$ cat config.mk
export PLATFORM = sky130hd
export DESIGN_NAME = cal_exec
export DESIGN_NICKNAME = d
export VERILOG_FILES = /design/src/hdl/cal_pkg.sv /design/src/hdl/cal_alu.sv /design/src/hdl/cal_exec.sv
export VERILOG_INCLUDE_DIRS = /design/src /design/src/hdl
export SDC_FILE = /design/constraint.sdc
export NUM_CORES = 2
export LEC_CHECK = 0
export CELL_PAD_IN_SITES_DETAIL_PLACEMENT = 2
export CELL_PAD_IN_SITES_GLOBAL_PLACEMENT = 2
export CORE_MARGIN = 10
export CORE_UTILIZATION = 41
export CTS_CLUSTER_SIZE = 14
export DETAILED_ROUTE_END_ITERATION = 7
export DONT_BUFFER_PORTS = 1
export GPL_TIMING_DRIVEN = 0
export HOLD_SLACK_MARGIN = 0.05
export PLACE_DENSITY_LB_ADDON = 0.12
export SYNTH_ARGS = -nofsm -noshare
export SYNTH_HDL_FRONTEND = slang
export SYNTH_HIERARCHICAL = 1
export SYNTH_SLANG_ARGS = --single-unit
$ cat constraint.sdc
create_clock -name clk_sys_i -period 6.1 [get_ports clk_sys_i]
set_input_delay 0.915 -clock clk_sys_i [delete_from_list [all_inputs] [get_ports clk_sys_i]]
set_output_delay 0.915 -clock clk_sys_i [all_outputs]
set_load 0.02 [all_outputs]
$ cat src/hdl/cal_cfg.svh
// Constants for the arithmetic, logic and call execution slice.
// Assumes inclusion by bare name from the package and the design files.
`ifndef CAL_CFG_SVH
`define CAL_CFG_SVH
`define CAL_TS_SHORT 2'h1
`define CAL_TS_CALL 2'h2
`define CAL_FLAG_RST 4'h0
`define CAL_PC_RST 16'h0000
`define CAL_ACC_A_IDX 5'h00
`define CAL_ACC_B_IDX 5'h04
`define CAL_IDX_LO_BASE 5'h0c
`define CAL_BANK_A_TOP 5'h04
`define CAL_BANK_B_TOP 5'h0c
`define CAL_NUM_REGS 64
`define CAL_STK_DEPTH 4
`endif

$ cat src/hdl/cal_pkg.sv
// Types shared by the execution slice.
// Assumes cal_cfg.svh is on the include path.
`include "cal_cfg.svh"
package cal_pkg;
	typedef enum logic [3:0] {
		CAL_OP_NONE = 4'h0,
		CAL_OP_ADD_CARRY_ACC = 4'h1,
		CAL_OP_ADD_ACC = 4'h2,
		CAL_OP_AND_ACC = 4'h3,
		CAL_OP_ADDI = 4'h4,
		CAL_OP_ANDI = 4'h5,
		CAL_OP_BIT = 4'h6,
		CAL_OP_CMPI = 4'h7,
		CAL_OP_CALL = 4'h8
	} cal_op_e;
	typedef enum logic [1:0] {
		CAL_MIR_DEC = 2'h0,
		CAL_MIR_SAME = 2'h1,
		CAL_MIR_INC = 2'h2,
		CAL_MIR_PREINC = 2'h3
	} cal_mir_e;
	typedef struct packed {
		logic n;
		logic z;
		logic c;
		logic v;
	} cal_flags_s;
	typedef struct packed {
		cal_op_e op;
		logic [4:0] src;
		logic [4:0] dst;
		logic dst_mem;
		logic [1:0] ir_sel;
		cal_mir_e mir;
		logic [7:0] imm;
	} cal_instr_s;
	typedef struct packed {
		logic [15:0] pc;
		logic global_irq_enable;
		cal_flags_s flags;
		logic bank_a;
		logic bank_b;
	} cal_stack_s;
endpackage : cal_pkg

$ cat src/hdl/cal_alu.sv
// Combinational ALU for the add, add-carry, AND and subtract-compare forms.
// Assumes operands are already selected by the execution unit.
`timescale 1ns/100ps
module cal_alu (
	// Operands
	input wire logic [7:0] a_i,
	input wire logic [7:0] b_i,
	input wire logic carry_i,
	input wire logic sub_i,
	input wire logic logic_i,
	// Result
	output logic [7:0] res_o,
	output cal_pkg::cal_flags_s flags_o
);
	logic [8:0] sum;
	logic [7:0] b_eff;
	always_comb begin
		b_eff = sub_i ? ~b_i : b_i;
		sum = {1'b0, a_i} + {1'b0, b_eff} + {8'h00, (sub_i | carry_i)};
		res_o = logic_i ? (a_i & b_i) : sum[7:0];
		flags_o.n = res_o[7];
		flags_o.z = (res_o == 8'h00);
		// Borrow shows as carry set after a subtract, so carry set means less than.
		flags_o.c = sub_i ? ~sum[8] : sum[8];
		flags_o.v = (a_i[7] == b_eff[7]) && (sum[7] != a_i[7]);
	end
endmodule // cal_alu

$ cat src/hdl/cal_exec.sv
// Execution slice: accumulator-form and immediate arithmetic, bit test,
// compare and relative call. Assumes one instruction is offered at a time
// with instr_valid_i, and that data memory accepts a write in one cycle.
//
// Behaviour
// - Add-carry-with-acc sums source, active accumulator and carry; writes result; sets NZCV.
// - Accumulator forms write a register or indexed data memory.
// - Bank selection picks which accumulator is active.
// - Add immediate adds 8-bit value to limited register, writes back, NZCV.
// - Limited register field reaches only R0-R15.
// - Immediate may be read unsigned 0-255 or signed -128..127.
// - Add-with-acc sums source and accumulator without carry; NZCV.
// - AND immediate masks limited register, writes back, sets N and Z only.
// - And-with-acc masks source with accumulator, writes destination, N and Z only.
// - Bit test ANDs limited register with immediate; flags only, no write.
// - Compare subtracts immediate from limited register; NZCV, result dropped.
// - After compare, C means less, Z equal, neither means greater.
// - Call pushes PC, flags, interrupt enable and bank selections together.
// - Call loads PC plus sign-extended 8-bit displacement.
// - Call reach is +127 to -128 words.
// - Displacement counts from the address after the call.
// - Post-increment index is bumped by one after the memory write.
// - Index modes: post-decrement, unchanged, post-increment, pre-increment.
`timescale 1ns/100ps
`include "cal_cfg.svh"
module cal_exec #(
	parameter int STK_DEPTH = `CAL_STK_DEPTH
) (
	// Clock and reset
	input wire logic clk_sys_i,
	input wire logic sys_rst_i,
	// Instruction offered by the fetch unit
	input wire logic instr_valid_i,
	input wire cal_pkg::cal_instr_s instr_i,
	input wire logic [15:0] next_pc_i,
	output logic instr_ready_o,
	// Bank selections and interrupt enable
	input wire logic bank_a_i,
	input wire logic bank_b_i,
	input wire logic global_irq_enable_i,
	// Indexed data memory write
	output logic mem_we_o,
	output logic [15:0] mem_addr_o,
	output logic [7:0] mem_wdata_o,
	// Processor state
	output cal_pkg::cal_flags_s flags_o,
	output logic [15:0] pc_o,
	output logic pc_load_o,
	output cal_pkg::cal_stack_s stack_top_o,
	output logic [$clog2(STK_DEPTH+1)-1:0] stack_count_o,
	// Register file observation
	input wire logic [4:0] reg_rd_sel_i,
	output logic [7:0] reg_rd_data_o
);
	localparam int SW = $clog2(STK_DEPTH+1);

	typedef enum logic [1:0] {
		ST_IDLE = 2'h0,
		ST_EXEC = 2'h1,
		ST_LAST = 2'h2
	} cal_state_e;

	// ----------------------------------------------------------------
	// Helpers
	// ----------------------------------------------------------------
	// Registers R0-R3 and R4-R11 exist twice; the bank bits pick the copy.
	function automatic logic [5:0] phys_idx(input logic [4:0] r, input logic ba, input logic bb);
		if (r < `CAL_BANK_A_TOP)
			phys_idx = {ba, r};
		else if (r < `CAL_BANK_B_TOP)
			phys_idx = {bb, r};
		else
			phys_idx = {1'b0, r};
	endfunction

	function automatic logic [15:0] sext8(input logic [7:0] d);
		sext8 = {{8{d[7]}}, d};
	endfunction

	// ----------------------------------------------------------------
	// State
	// ----------------------------------------------------------------
	logic [7:0] regs_reg [`CAL_NUM_REGS];
	logic [7:0] regs_next [`CAL_NUM_REGS];
	cal_state_e state_reg, state_next;
	logic [1:0] tcnt_reg, tcnt_next;
	cal_pkg::cal_instr_s ins_reg, ins_next;
	cal_pkg::cal_flags_s flags_reg, flags_next;
	logic [15:0] pc_reg, pc_next;
	logic pc_load_reg, pc_load_next;
	cal_pkg::cal_stack_s stk_reg [STK_DEPTH];
	cal_pkg::cal_stack_s stk_next [STK_DEPTH];
	logic [SW-1:0] sp_reg, sp_next;
	logic mem_we_reg, mem_we_next;
	logic [15:0] mem_addr_reg, mem_addr_next;
	logic [7:0] mem_wdata_reg, mem_wdata_next;
	logic [15:0] npc_reg, npc_next;

	// ----------------------------------------------------------------
	// Operand selection and ALU
	// ----------------------------------------------------------------
	logic [7:0] opa, opb, alu_res;
	logic alu_carry, alu_sub, alu_logic;
	cal_pkg::cal_flags_s alu_flags;
	logic [4:0] acc_idx;
	logic [4:0] lim_src;
	logic [5:0] ir_lo;
	logic [15:0] ir_val;
	logic [7:0] lim_val;

	always_comb begin
		// Bank B's copy of register 4 serves as the accumulator when selected.
		acc_idx = bank_b_i ? `CAL_ACC_B_IDX : `CAL_ACC_A_IDX;
		lim_src = {1'b0, ins_reg.src[3:0]};
		ir_lo = phys_idx(`CAL_IDX_LO_BASE + {2'h0, ins_reg.ir_sel, 1'b0}, bank_a_i, bank_b_i);
		ir_val = {regs_reg[ir_lo + 6'h01], regs_reg[ir_lo]};
		lim_val = regs_reg[phys_idx(lim_src, bank_a_i, bank_b_i)];
		opa = 8'h00;
		opb = 8'h00;
		alu_carry = 1'b0;
		alu_sub = 1'b0;
		alu_logic = 1'b0;
		unique case (ins_reg.op)
			cal_pkg::CAL_OP_ADD_CARRY_ACC: begin
				opa = regs_reg[phys_idx(ins_reg.src, bank_a_i, bank_b_i)];
				opb = regs_reg[phys_idx(acc_idx, bank_a_i, bank_b_i)];
				alu_carry = flags_reg.c;
			end
			cal_pkg::CAL_OP_ADD_ACC: begin
				opa = regs_reg[phys_idx(ins_reg.src, bank_a_i, bank_b_i)];
				opb = regs_reg[phys_idx(acc_idx, bank_a_i, bank_b_i)];
			end
			cal_pkg::CAL_OP_AND_ACC: begin
				opa = regs_reg[phys_idx(ins_reg.src, bank_a_i, bank_b_i)];
				opb = regs_reg[phys_idx(acc_idx, bank_a_i, bank_b_i)];
				alu_logic = 1'b1;
			end
			cal_pkg::CAL_OP_ADDI: begin
				opa = regs_reg[phys_idx(lim_src, bank_a_i, bank_b_i)];
				opb = ins_reg.imm;
			end
			cal_pkg::CAL_OP_ANDI, cal_pkg::CAL_OP_BIT: begin
				opa = regs_reg[phys_idx(lim_src, bank_a_i, bank_b_i)];
				opb = ins_reg.imm;
				alu_logic = 1'b1;
			end
			cal_pkg::CAL_OP_CMPI: begin
				opa = regs_reg[phys_idx(lim_src, bank_a_i, bank_b_i)];
				opb = ins_reg.imm;
				alu_sub = 1'b1;
			end
			default: begin
			end
		endcase
	end

	cal_alu u_alu (
		.a_i(opa),
		.b_i(opb),
		.carry_i(alu_carry),
		.sub_i(alu_sub),
		.logic_i(alu_logic),
		.res_o(alu_res),
		.flags_o(alu_flags)
	);

	// ----------------------------------------------------------------
	// Sequencer and result write-back
	// ----------------------------------------------------------------
	logic [5:0] dst_idx;
	logic [15:0] ir_upd;
	logic [15:0] eff_addr;

	always_comb begin
		state_next = state_reg;
		tcnt_next = tcnt_reg;
		ins_next = ins_reg;
		flags_next = flags_reg;
		pc_next = pc_reg;
		pc_load_next = 1'b0;
		sp_next = sp_reg;
		mem_we_next = 1'b0;
		mem_addr_next = mem_addr_reg;
		mem_wdata_next = mem_wdata_reg;
		npc_next = npc_reg;
		regs_next = regs_reg;
		stk_next = stk_reg;
		dst_idx = 6'h00;
		ir_upd = ir_val;
		eff_addr = ir_val;
		unique case (state_reg)
			ST_IDLE: begin
				if (instr_valid_i) begin
					ins_next = instr_i;
					npc_next = next_pc_i;
					tcnt_next = (instr_i.op == cal_pkg::CAL_OP_CALL) ? `CAL_TS_CALL : `CAL_TS_SHORT;
					state_next = ST_EXEC;
				end
			end
			ST_EXEC: begin
				tcnt_next = tcnt_reg - 2'h1;
				if (tcnt_reg == 2'h1)
					state_next = ST_LAST;
			end
			ST_LAST: begin
				state_next = ST_IDLE;
				unique case (ins_reg.op)
					cal_pkg::CAL_OP_ADD_CARRY_ACC, cal_pkg::CAL_OP_ADD_ACC, cal_pkg::CAL_OP_AND_ACC: begin
						if (ins_reg.op == cal_pkg::CAL_OP_AND_ACC)
							flags_next = '{n: alu_flags.n, z: alu_flags.z, c: flags_reg.c, v: flags_reg.v};
						else
							flags_next = alu_flags;
						if (ins_reg.dst_mem) begin
							unique case (ins_reg.mir)
								cal_pkg::CAL_MIR_DEC: ir_upd = ir_val - 16'h0001;
								cal_pkg::CAL_MIR_SAME: ir_upd = ir_val;
								cal_pkg::CAL_MIR_INC: ir_upd = ir_val + 16'h0001;
								cal_pkg::CAL_MIR_PREINC: begin
									ir_upd = ir_val + 16'h0001;
									eff_addr = ir_upd;
								end
							endcase
							mem_we_next = 1'b1;
							mem_addr_next = eff_addr;
							mem_wdata_next = alu_res;
							regs_next[ir_lo] = ir_upd[7:0];
							regs_next[ir_lo + 6'h01] = ir_upd[15:8];
						end else begin
							dst_idx = phys_idx(ins_reg.dst, bank_a_i, bank_b_i);
							regs_next[dst_idx] = alu_res;
						end
					end
					cal_pkg::CAL_OP_ADDI: begin
						regs_next[phys_idx(lim_src, bank_a_i, bank_b_i)] = alu_res;
						flags_next = alu_flags;
					end
					cal_pkg::CAL_OP_ANDI: begin
						regs_next[phys_idx(lim_src, bank_a_i, bank_b_i)] = alu_res;
						flags_next = '{n: alu_flags.n, z: alu_flags.z, c: flags_reg.c, v: flags_reg.v};
					end
					cal_pkg::CAL_OP_BIT: begin
						flags_next = '{n: alu_flags.n, z: alu_flags.z, c: flags_reg.c, v: flags_reg.v};
					end
					cal_pkg::CAL_OP_CMPI: begin
						flags_next = alu_flags;
					end
					cal_pkg::CAL_OP_CALL: begin
						if (sp_reg < SW'(STK_DEPTH)) begin
							stk_next[sp_reg[$clog2(STK_DEPTH)-1:0]] = '{pc: npc_reg, global_irq_enable: global_irq_enable_i,
								flags: flags_reg, bank_a: bank_a_i, bank_b: bank_b_i};
							sp_next = sp_reg + SW'(1);
						end
						pc_next = npc_reg + sext8(ins_reg.imm);
						pc_load_next = 1'b1;
					end
					default: begin
					end
				endcase
			end
			default: state_next = ST_IDLE;
		endcase
	end

	always_ff @(posedge clk_sys_i) begin
		if (sys_rst_i) begin
			state_reg <= ST_IDLE;
			tcnt_reg <= 2'h0;
			ins_reg <= '0;
			flags_reg <= `CAL_FLAG_RST;
			pc_reg <= `CAL_PC_RST;
			pc_load_reg <= 1'b0;
			sp_reg <= '0;
			mem_we_reg <= 1'b0;
			mem_addr_reg <= 16'h0000;
			mem_wdata_reg <= 8'h00;
			npc_reg <= 16'h0000;
			for (int i = 0; i < `CAL_NUM_REGS; i++)
				regs_reg[i] <= 8'h00;
			for (int i = 0; i < STK_DEPTH; i++)
				stk_reg[i] <= '0;
		end else begin
			state_reg <= state_next;
			tcnt_reg <= tcnt_next;
			ins_reg <= ins_next;
			flags_reg <= flags_next;
			pc_reg <= pc_next;
			pc_load_reg <= pc_load_next;
			sp_reg <= sp_next;
			mem_we_reg <= mem_we_next;
			mem_addr_reg <= mem_addr_next;
			mem_wdata_reg <= mem_wdata_next;
			npc_reg <= npc_next;
			regs_reg <= regs_next;
			stk_reg <= stk_next;
		end
	end

	// ----------------------------------------------------------------
	// Outputs
	// ----------------------------------------------------------------
	assign instr_ready_o = (state_reg == ST_IDLE);
	assign mem_we_o = mem_we_reg;
	assign mem_addr_o = mem_addr_reg;
	assign mem_wdata_o = mem_wdata_reg;
	assign flags_o = flags_reg;
	assign pc_o = pc_reg;
	assign pc_load_o = pc_load_reg;
	assign stack_count_o = sp_reg;
	assign stack_top_o = (sp_reg == '0) ? '0 : stk_reg[sp_reg[$clog2(STK_DEPTH)-1:0] - 1'b1];
	assign reg_rd_data_o = regs_reg[phys_idx(reg_rd_sel_i, bank_a_i, bank_b_i)];

	// ----------------------------------------------------------------
	// Checks
	// ----------------------------------------------------------------
	short_latency_a: assert property (@(posedge clk_sys_i) disable iff (sys_rst_i)
		(instr_valid_i && instr_ready_o && instr_i.op != cal_pkg::CAL_OP_CALL) |=> !instr_ready_o [*2] ##1 instr_ready_o)
		else $error("short op did not take two T-states");
	call_latency_a: assert property (@(posedge clk_sys_i) disable iff (sys_rst_i)
		(instr_valid_i && instr_ready_o && instr_i.op == cal_pkg::CAL_OP_CALL) |-> ##4 pc_load_o)
		else $error("call did not load pc on time");
	call_target_a: assert property (@(posedge clk_sys_i) disable iff (sys_rst_i)
		pc_load_o |-> pc_o == $past(npc_reg) + sext8($past(ins_reg.imm)))
		else $error("call target wrong");
	call_push_a: assert property (@(posedge clk_sys_i) disable iff (sys_rst_i)
		(pc_load_o && stack_count_o != $past(stack_count_o)) |-> stack_top_o.pc == $past(npc_reg))
		else $error("call push lost pc");
	bit_nowrite_a: assert property (@(posedge clk_sys_i) disable iff (sys_rst_i)
		(state_reg == ST_LAST && ins_reg.op inside {cal_pkg::CAL_OP_BIT, cal_pkg::CAL_OP_CMPI})
		|=> lim_val == $past(lim_val) && !mem_we_o)
		else $error("test or compare changed state");
	and_flags_a: assert property (@(posedge clk_sys_i) disable iff (sys_rst_i)
		(state_reg == ST_LAST && ins_reg.op inside {cal_pkg::CAL_OP_AND_ACC, cal_pkg::CAL_OP_ANDI})
		|=> flags_o.c == $past(flags_o.c) && flags_o.v == $past(flags_o.v))
		else $error("AND touched carry or overflow");
	cmp_flags_a: assert property (@(posedge clk_sys_i) disable iff (sys_rst_i)
		(state_reg == ST_LAST && ins_reg.op == cal_pkg::CAL_OP_CMPI) |=> flags_o.c == ($past(opa) < $past(opb)))
		else $error("compare carry not less-than");
	postinc_a: assert property (@(posedge clk_sys_i) disable iff (sys_rst_i)
		(state_reg == ST_LAST && ins_reg.dst_mem && ins_reg.mir == cal_pkg::CAL_MIR_INC && ins_reg.op
		inside {cal_pkg::CAL_OP_ADD_ACC, cal_pkg::CAL_OP_ADD_CARRY_ACC, cal_pkg::CAL_OP_AND_ACC})
		|=> mem_we_o && mem_addr_o == $past(ir_val) && ir_val == $past(ir_val) + 16'h0001)
		else $error("post-increment address wrong");
endmodule // cal_exec

== Word level (Yosys, flattened, before mapping) ==
Cells that the tools add are included.
Word-level totals
  bits of input ports: 54
  output and inout bits: 81
  word-level logic and storage cells: 349
  register bits after elaboration: 700
Cells by class
  $lt $le $gt $ge: 36
  bitwise logic cells: 24
  reduce and logical (&&, ||, !) cells: 32
  equal/unequal tests: 20
  add/subtract/negate cells: 10
  muxes and demuxes: 111
Operators with widths (count)
  $bwmux 512: 5
  $pmux 512 s3: 1
  $bmux 8 s6: 12
  $mux 512: 1
  $mux 8: 31
  $demux 8 s6: 5
  $mux 6: 27
  $ge 7x7->1 const B: 15
  $not 6->7: 15
  $bwmux 92: 1
  $mux 23: 4
  $mux 16: 4
  $pmux 16 s3: 1
  $pmux 8 s6: 1
  $bmux 23 s2: 1
  $demux 23 s2: 1
  $lt 7x1->1 const B: 5
  $pmux 8 s4: 1
  $lt 5x3->1 const B: 4
  $lt 5x4->1 const B: 4
  $add 16x1->16 const B: 1
  $add 16x16->16: 1
  $eq 4x3->1 const B: 4
  $sub 16x1->16 const B: 1
  other kinds (42): 87

== Longest topological paths before layout ==
  depth in word-level cells: 18
  mapped depth: 22
  gate-level depth less buffers: 19

== Modules after synthesis ==
The synthesis kept the hierarchy.
Modules (own cells, without submodules)
  cal_exec: cells an instance 3329, sequential area each 11210.8 µm², area an instance 31341.3 µm², times used 1
  cal_alu: cells an instance 77, sequential area each 0.0 µm², area an instance 599.3 µm², times used 1

== Worst setup path after synthesis ==
No wires, ideal clock.
  kind: register to register
  from: reg ins_reg[18] (netlist name)
  to: reg regs_reg[284] (netlist name)
  setup time: 70 ps
  clock period less this slack: 5018 ps
  slack: 1082 ps
  stages on the path, launching flop included: 21
  buffers on the path: 4
  arrival time: 4948 ps
  data required time: 6030 ps
  path through: dfxtp_1 -> buf_2 -> buf_1 -> mux4_2 -> mux4_2 -> o221ai_1 -> a21oi_1 -> a31o_2 -> inv_1 -> fa_1 -> inv_1 -> fa_1 -> a21o_1 -> a21oi_1 -> xor2_1 -> o21ai_0 -> and3_1 -> clkbuf_1 -> buf_1 -> nand3_1 -> a21oi_1
On the way
  cells in the longest elaborated chain, start to end: 15
  elaborated cells on any way between the ends: 63
  classes of those cells: add/sub (2); order compare (8); mux (42); bitwise (9); reduce/logical (2)
Ends and longest elaborated chain
  start: declaration: line cal_exec.sv:87  | cal_pkg::cal_instr_s ins_reg, ins_next;
  start signal: assignment: line cal_exec.sv:284  | ins_reg <= ins_next;
  $lt 5x4->1 (no source line) / $lt 4x4->1 (equally long branches)
  $mux 6, on equally long branches
  $mux 6: line cal_exec.sv:68  | if (r < `CAL_BANK_A_TOP)
  $mux 6, on equally long branches: line cal_exec.sv:123, cal_exec.sv:207
  $not 6->7 (not written as such) (tied with other cells): line cal_exec.sv:134  | opa = regs_reg[phys_idx(ins_reg.src, bank_a_i, bank_b_i)];
  $bmux 8 s6 (tied with other cells): line cal_exec.sv:134
  $mux 8 (not written as such) (tied with other cells) (2 in a row): line cal_exec.sv:134
  $pmux 8 s6 (*): line cal_exec.sv:123  | unique case (ins_reg.op)
  named net opa[0]: line cal_exec.sv:102  | logic [7:0] opa, opb, alu_res;
  $add 8x8->9 (*): line cal_alu.sv:19  | sum = {1'b0, a_i} + {1'b0, b_eff} + {8'h00, (sub_i | carry_i)};
  $add 9x1->9 (*): line cal_alu.sv:19
  $mux 8 (*): line cal_alu.sv:20  | res_o = logic_i ? (a_i & b_i) : sum[7:0];
  named net alu_res[4]: line cal_exec.sv:102
  $bwmux 512: line cal_exec.sv:230  | regs_next[dst_idx] = alu_res;
  $mux 512: line cal_exec.sv:213  | if (ins_reg.dst_mem) begin
  $pmux 512 s3 (*): line cal_exec.sv:207  | unique case (ins_reg.op)
  end signal: assignment: line cal_exec.sv:293  | regs_reg <= regs_next;
  end: declaration: line cal_exec.sv:83  | logic [7:0] regs_reg [`CAL_NUM_REGS];
The timed path passes the listed nets; every way through them passes the cells marked *. The select of a mux whose other input is x is not followed.
A chain may end at the register's enable or synchronous reset.

== Worst setup path in the final report ==
  from: reg ins_reg[19] (netlist name)
  to: reg regs_reg[481] (netlist name)
The elaborated chain is that of the path after synthesis.

==> impl_metrics.ini <==
[run_status]
status = finished with violations
violations = max-capacitance violations, negative setup slack

[final_layout]
drive_above_1_share_pct = 15.4
final_util_pct = 46.1
fin_nets = 3554
mostFrequentLayoutCells = dfxtp_1 (560), nand2_1 (495), nor2_1 (305)
area_growth_pct = 11.6
fin_cells = 4564
num-fill-cells = 8357
final_common_cell = dfxtp_1
design_area_um2 = 35600
largest_reg_flops = 372

[worst_setup_path]
worstPathRequired_ns = 6.64
critical_path_arrival_ns = 6.75
path_class = reg -> reg
start_kind = flop
crit_fanout = 10
end_kind = flop

[floorplan]
io_pins = 135
die_y_um = 299
die_area_um2 = 89500
core.rowCount = 102
core-area_um2 = 77300
start_util_pct = 41.3
die_x_um = 299

[global_route]
grt_antenna_before_repair = 25
grt_overflow = 0
grt_pass1_vias = 33600
grt_max_degree = 14
track_usage_pct = 38.8
grt_pass1_wl_um = 253000

[sta]
setup_viol = 14
finalHoldViolCount = 0
fin_crit_ns = 6.21
fin_crit_sh_pct = 102
finalClockSkew_ns = 0.0365
rsz0062_at_grt = no
slew_headroom_pct = 0.506
fin_ws_ns = -0.110
fmax_ghz = 0.161
tns_ns = -0.546
hold_ws_ns = 0.418
worstMarginPinSlew_ns = 1.48
drv_slew = 0

[clock_network]
htreeDepth = 3
cts_tree = built
clock_latency_ns = 0.65
clock_path_buffers = 3
cts_sinks = 560
cts_buffers = 68
cts.clk_slew.worst_paths_ns = 0.06
ctsHoldBuffers = 0
cts_root_buffer = clkbuf_16

[power]
finalPower_mw = 8.92
powerDensity_nw_per_um2 = 250
p_leak_nw = 13.0
ir_worst_vdd_mv = 0.204

[run]
maxCapViolations = 1

[route]
post-route-drc-count = 0
vias = 32200
drt-initial-drc-count = 4073
vias_per_cell = 7.06
wirelength_um = 180000
final_antenna_net_count = 0
drtPass1Iterations = 5
routedWlPerCell_um = 39.5

[place]
place_hpwl_um = 137000
numPortBuffers = 0
pre_cts_slack_ns = -2.18
dpl.cell_count = 4446
dpl_cell_area_um2 = 33200
place.gp.congestion = 1.10

[synth]
syn_area_per_cell_um2 = 9.38
ys_seq_area_share_pct = 35.1
synth-simple-area-share_pct = 15.9
synthAdderAreaFrac_pct = 1.36
synthesis.instances = 3406
synth-xor-area-share_pct = 1.50
synth_area_leaders = dfxtp_1 (35%), mux4_2 (18%), nand2_1 (5.9%)
synth-edff-count = 0
synth_cell_type_count = 84
async_reset_ff_share_pct = 0
yosysWarningCount = 6
ys_ff_latch = 560
yosys_most_used_dff = dfxtp_1
synth-compound-area-share_pct = 19.8
synth_top_area_share_pct = 35.1
synth_mux_area_share_pct = 21.8
netlist_area_um2 = 31900
syn_nets = 3493
synth_top_area_cell = dfxtp_1
synth_top_family_by_area = multiplexers

[worst_hold_path]
hold_path_class = in -> reg
[synth_stat cells (all sizes together), types with 80 or more instances]
cell    count
nand2     501
o211a     108
mux4      258
clkbuf    240
nand3      85
nor2      309
o221ai    128
o22ai      81
mux2i     110
o21ai      80
buf        88
dfxtp     560
a21oi     285
[logic make-up after synthesis]
family | after synthesis
mux | 370
fa+ha+maj | 33
simple gates | 1127
xor+xnor | 52
buf+inv | 359
flops | 560
compound gates | 905
[layout make-up]
class                           count  area (µm²)  share of cell area, %
Timing Repair Buffer                2        27.5                 0.0772
Inverter                           31         116                  0.326
Tap cell                         1040        1300                   3.65
Clock buffer                       91        1930                   5.41
Clock inverter                     29         285                  0.800
Multi-Input combinational cell   2487       19300                   54.2
Sequential cell                   560       11200                   31.4
Antenna cell                        7        17.5                 0.0491
Buffer                            317        1430                   4.02
[where the power goes]
group	switching, mW	internal [mW]	leakage (nW)	total, mW
Sequential	0.0427	3.68	4.52	3.72
Clock	1.84	2.33	1.09	4.17
Combinational	0.786	0.240	7.40	1.03
[layer usage]
metal | part of all wire, % | vias up | GRT usage, %
met5 | 0.068 | - | 0
met4 | 7.1 | 21 | 24.1
met3 | 10 | 568 | 11.1
met2 | 44 | 1907 | 59.5
met1 | 39 | 16800 | 47.8
li1 | - | 12900 | -
[final timing paths]
path / from / to / slack, ns / depth (start not counted)
worst min-delay path: instr_i[0] / ins_reg[0]$_SDFFE_PP0P_ / 0.42 / 2
worst max register to register: ins_reg[19]$_SDFFE_PP0P_ / regs_reg[481]$_SDFFE_PP0P_ / -0.11 / 17
worst min register to register: stk_reg[72]$_SDFFE_PP0P_ / stk_reg[72]$_SDFFE_PP0P_ / 0.46 / 2
worst max-delay path: ins_reg[19]$_SDFFE_PP0P_ / regs_reg[481]$_SDFFE_PP0P_ / -0.11 / 17
[repair_timing]
action,4_1_cts,5_1_grt
pin swaps,0,1
gates resized for setup,77,18
endpoints found under the setup margin,364,168
cloned,0,0
setup buffers,0,2
[worst max-delay path: stages, from the launching register on]
cell and delay [ns]:
dfxtp_1 0.60, clkbuf_4 0.37, buf_4 0.30, clkbuf_4 0.40
mux4_2 0.52, mux4_2 0.56, a31o_2 0.30, inv_1 0.09
fa_1 0.20, inv_1 0.06, fa_1 0.47, inv_1 0.05
o21ai_2 0.46, nand2_1 0.54, clkbuf_2 0.56, o22ai_1 0.34
nor2_1 0.08, nor3_1 0.16
Note: power is estimated with default switching activity, not from simulation.
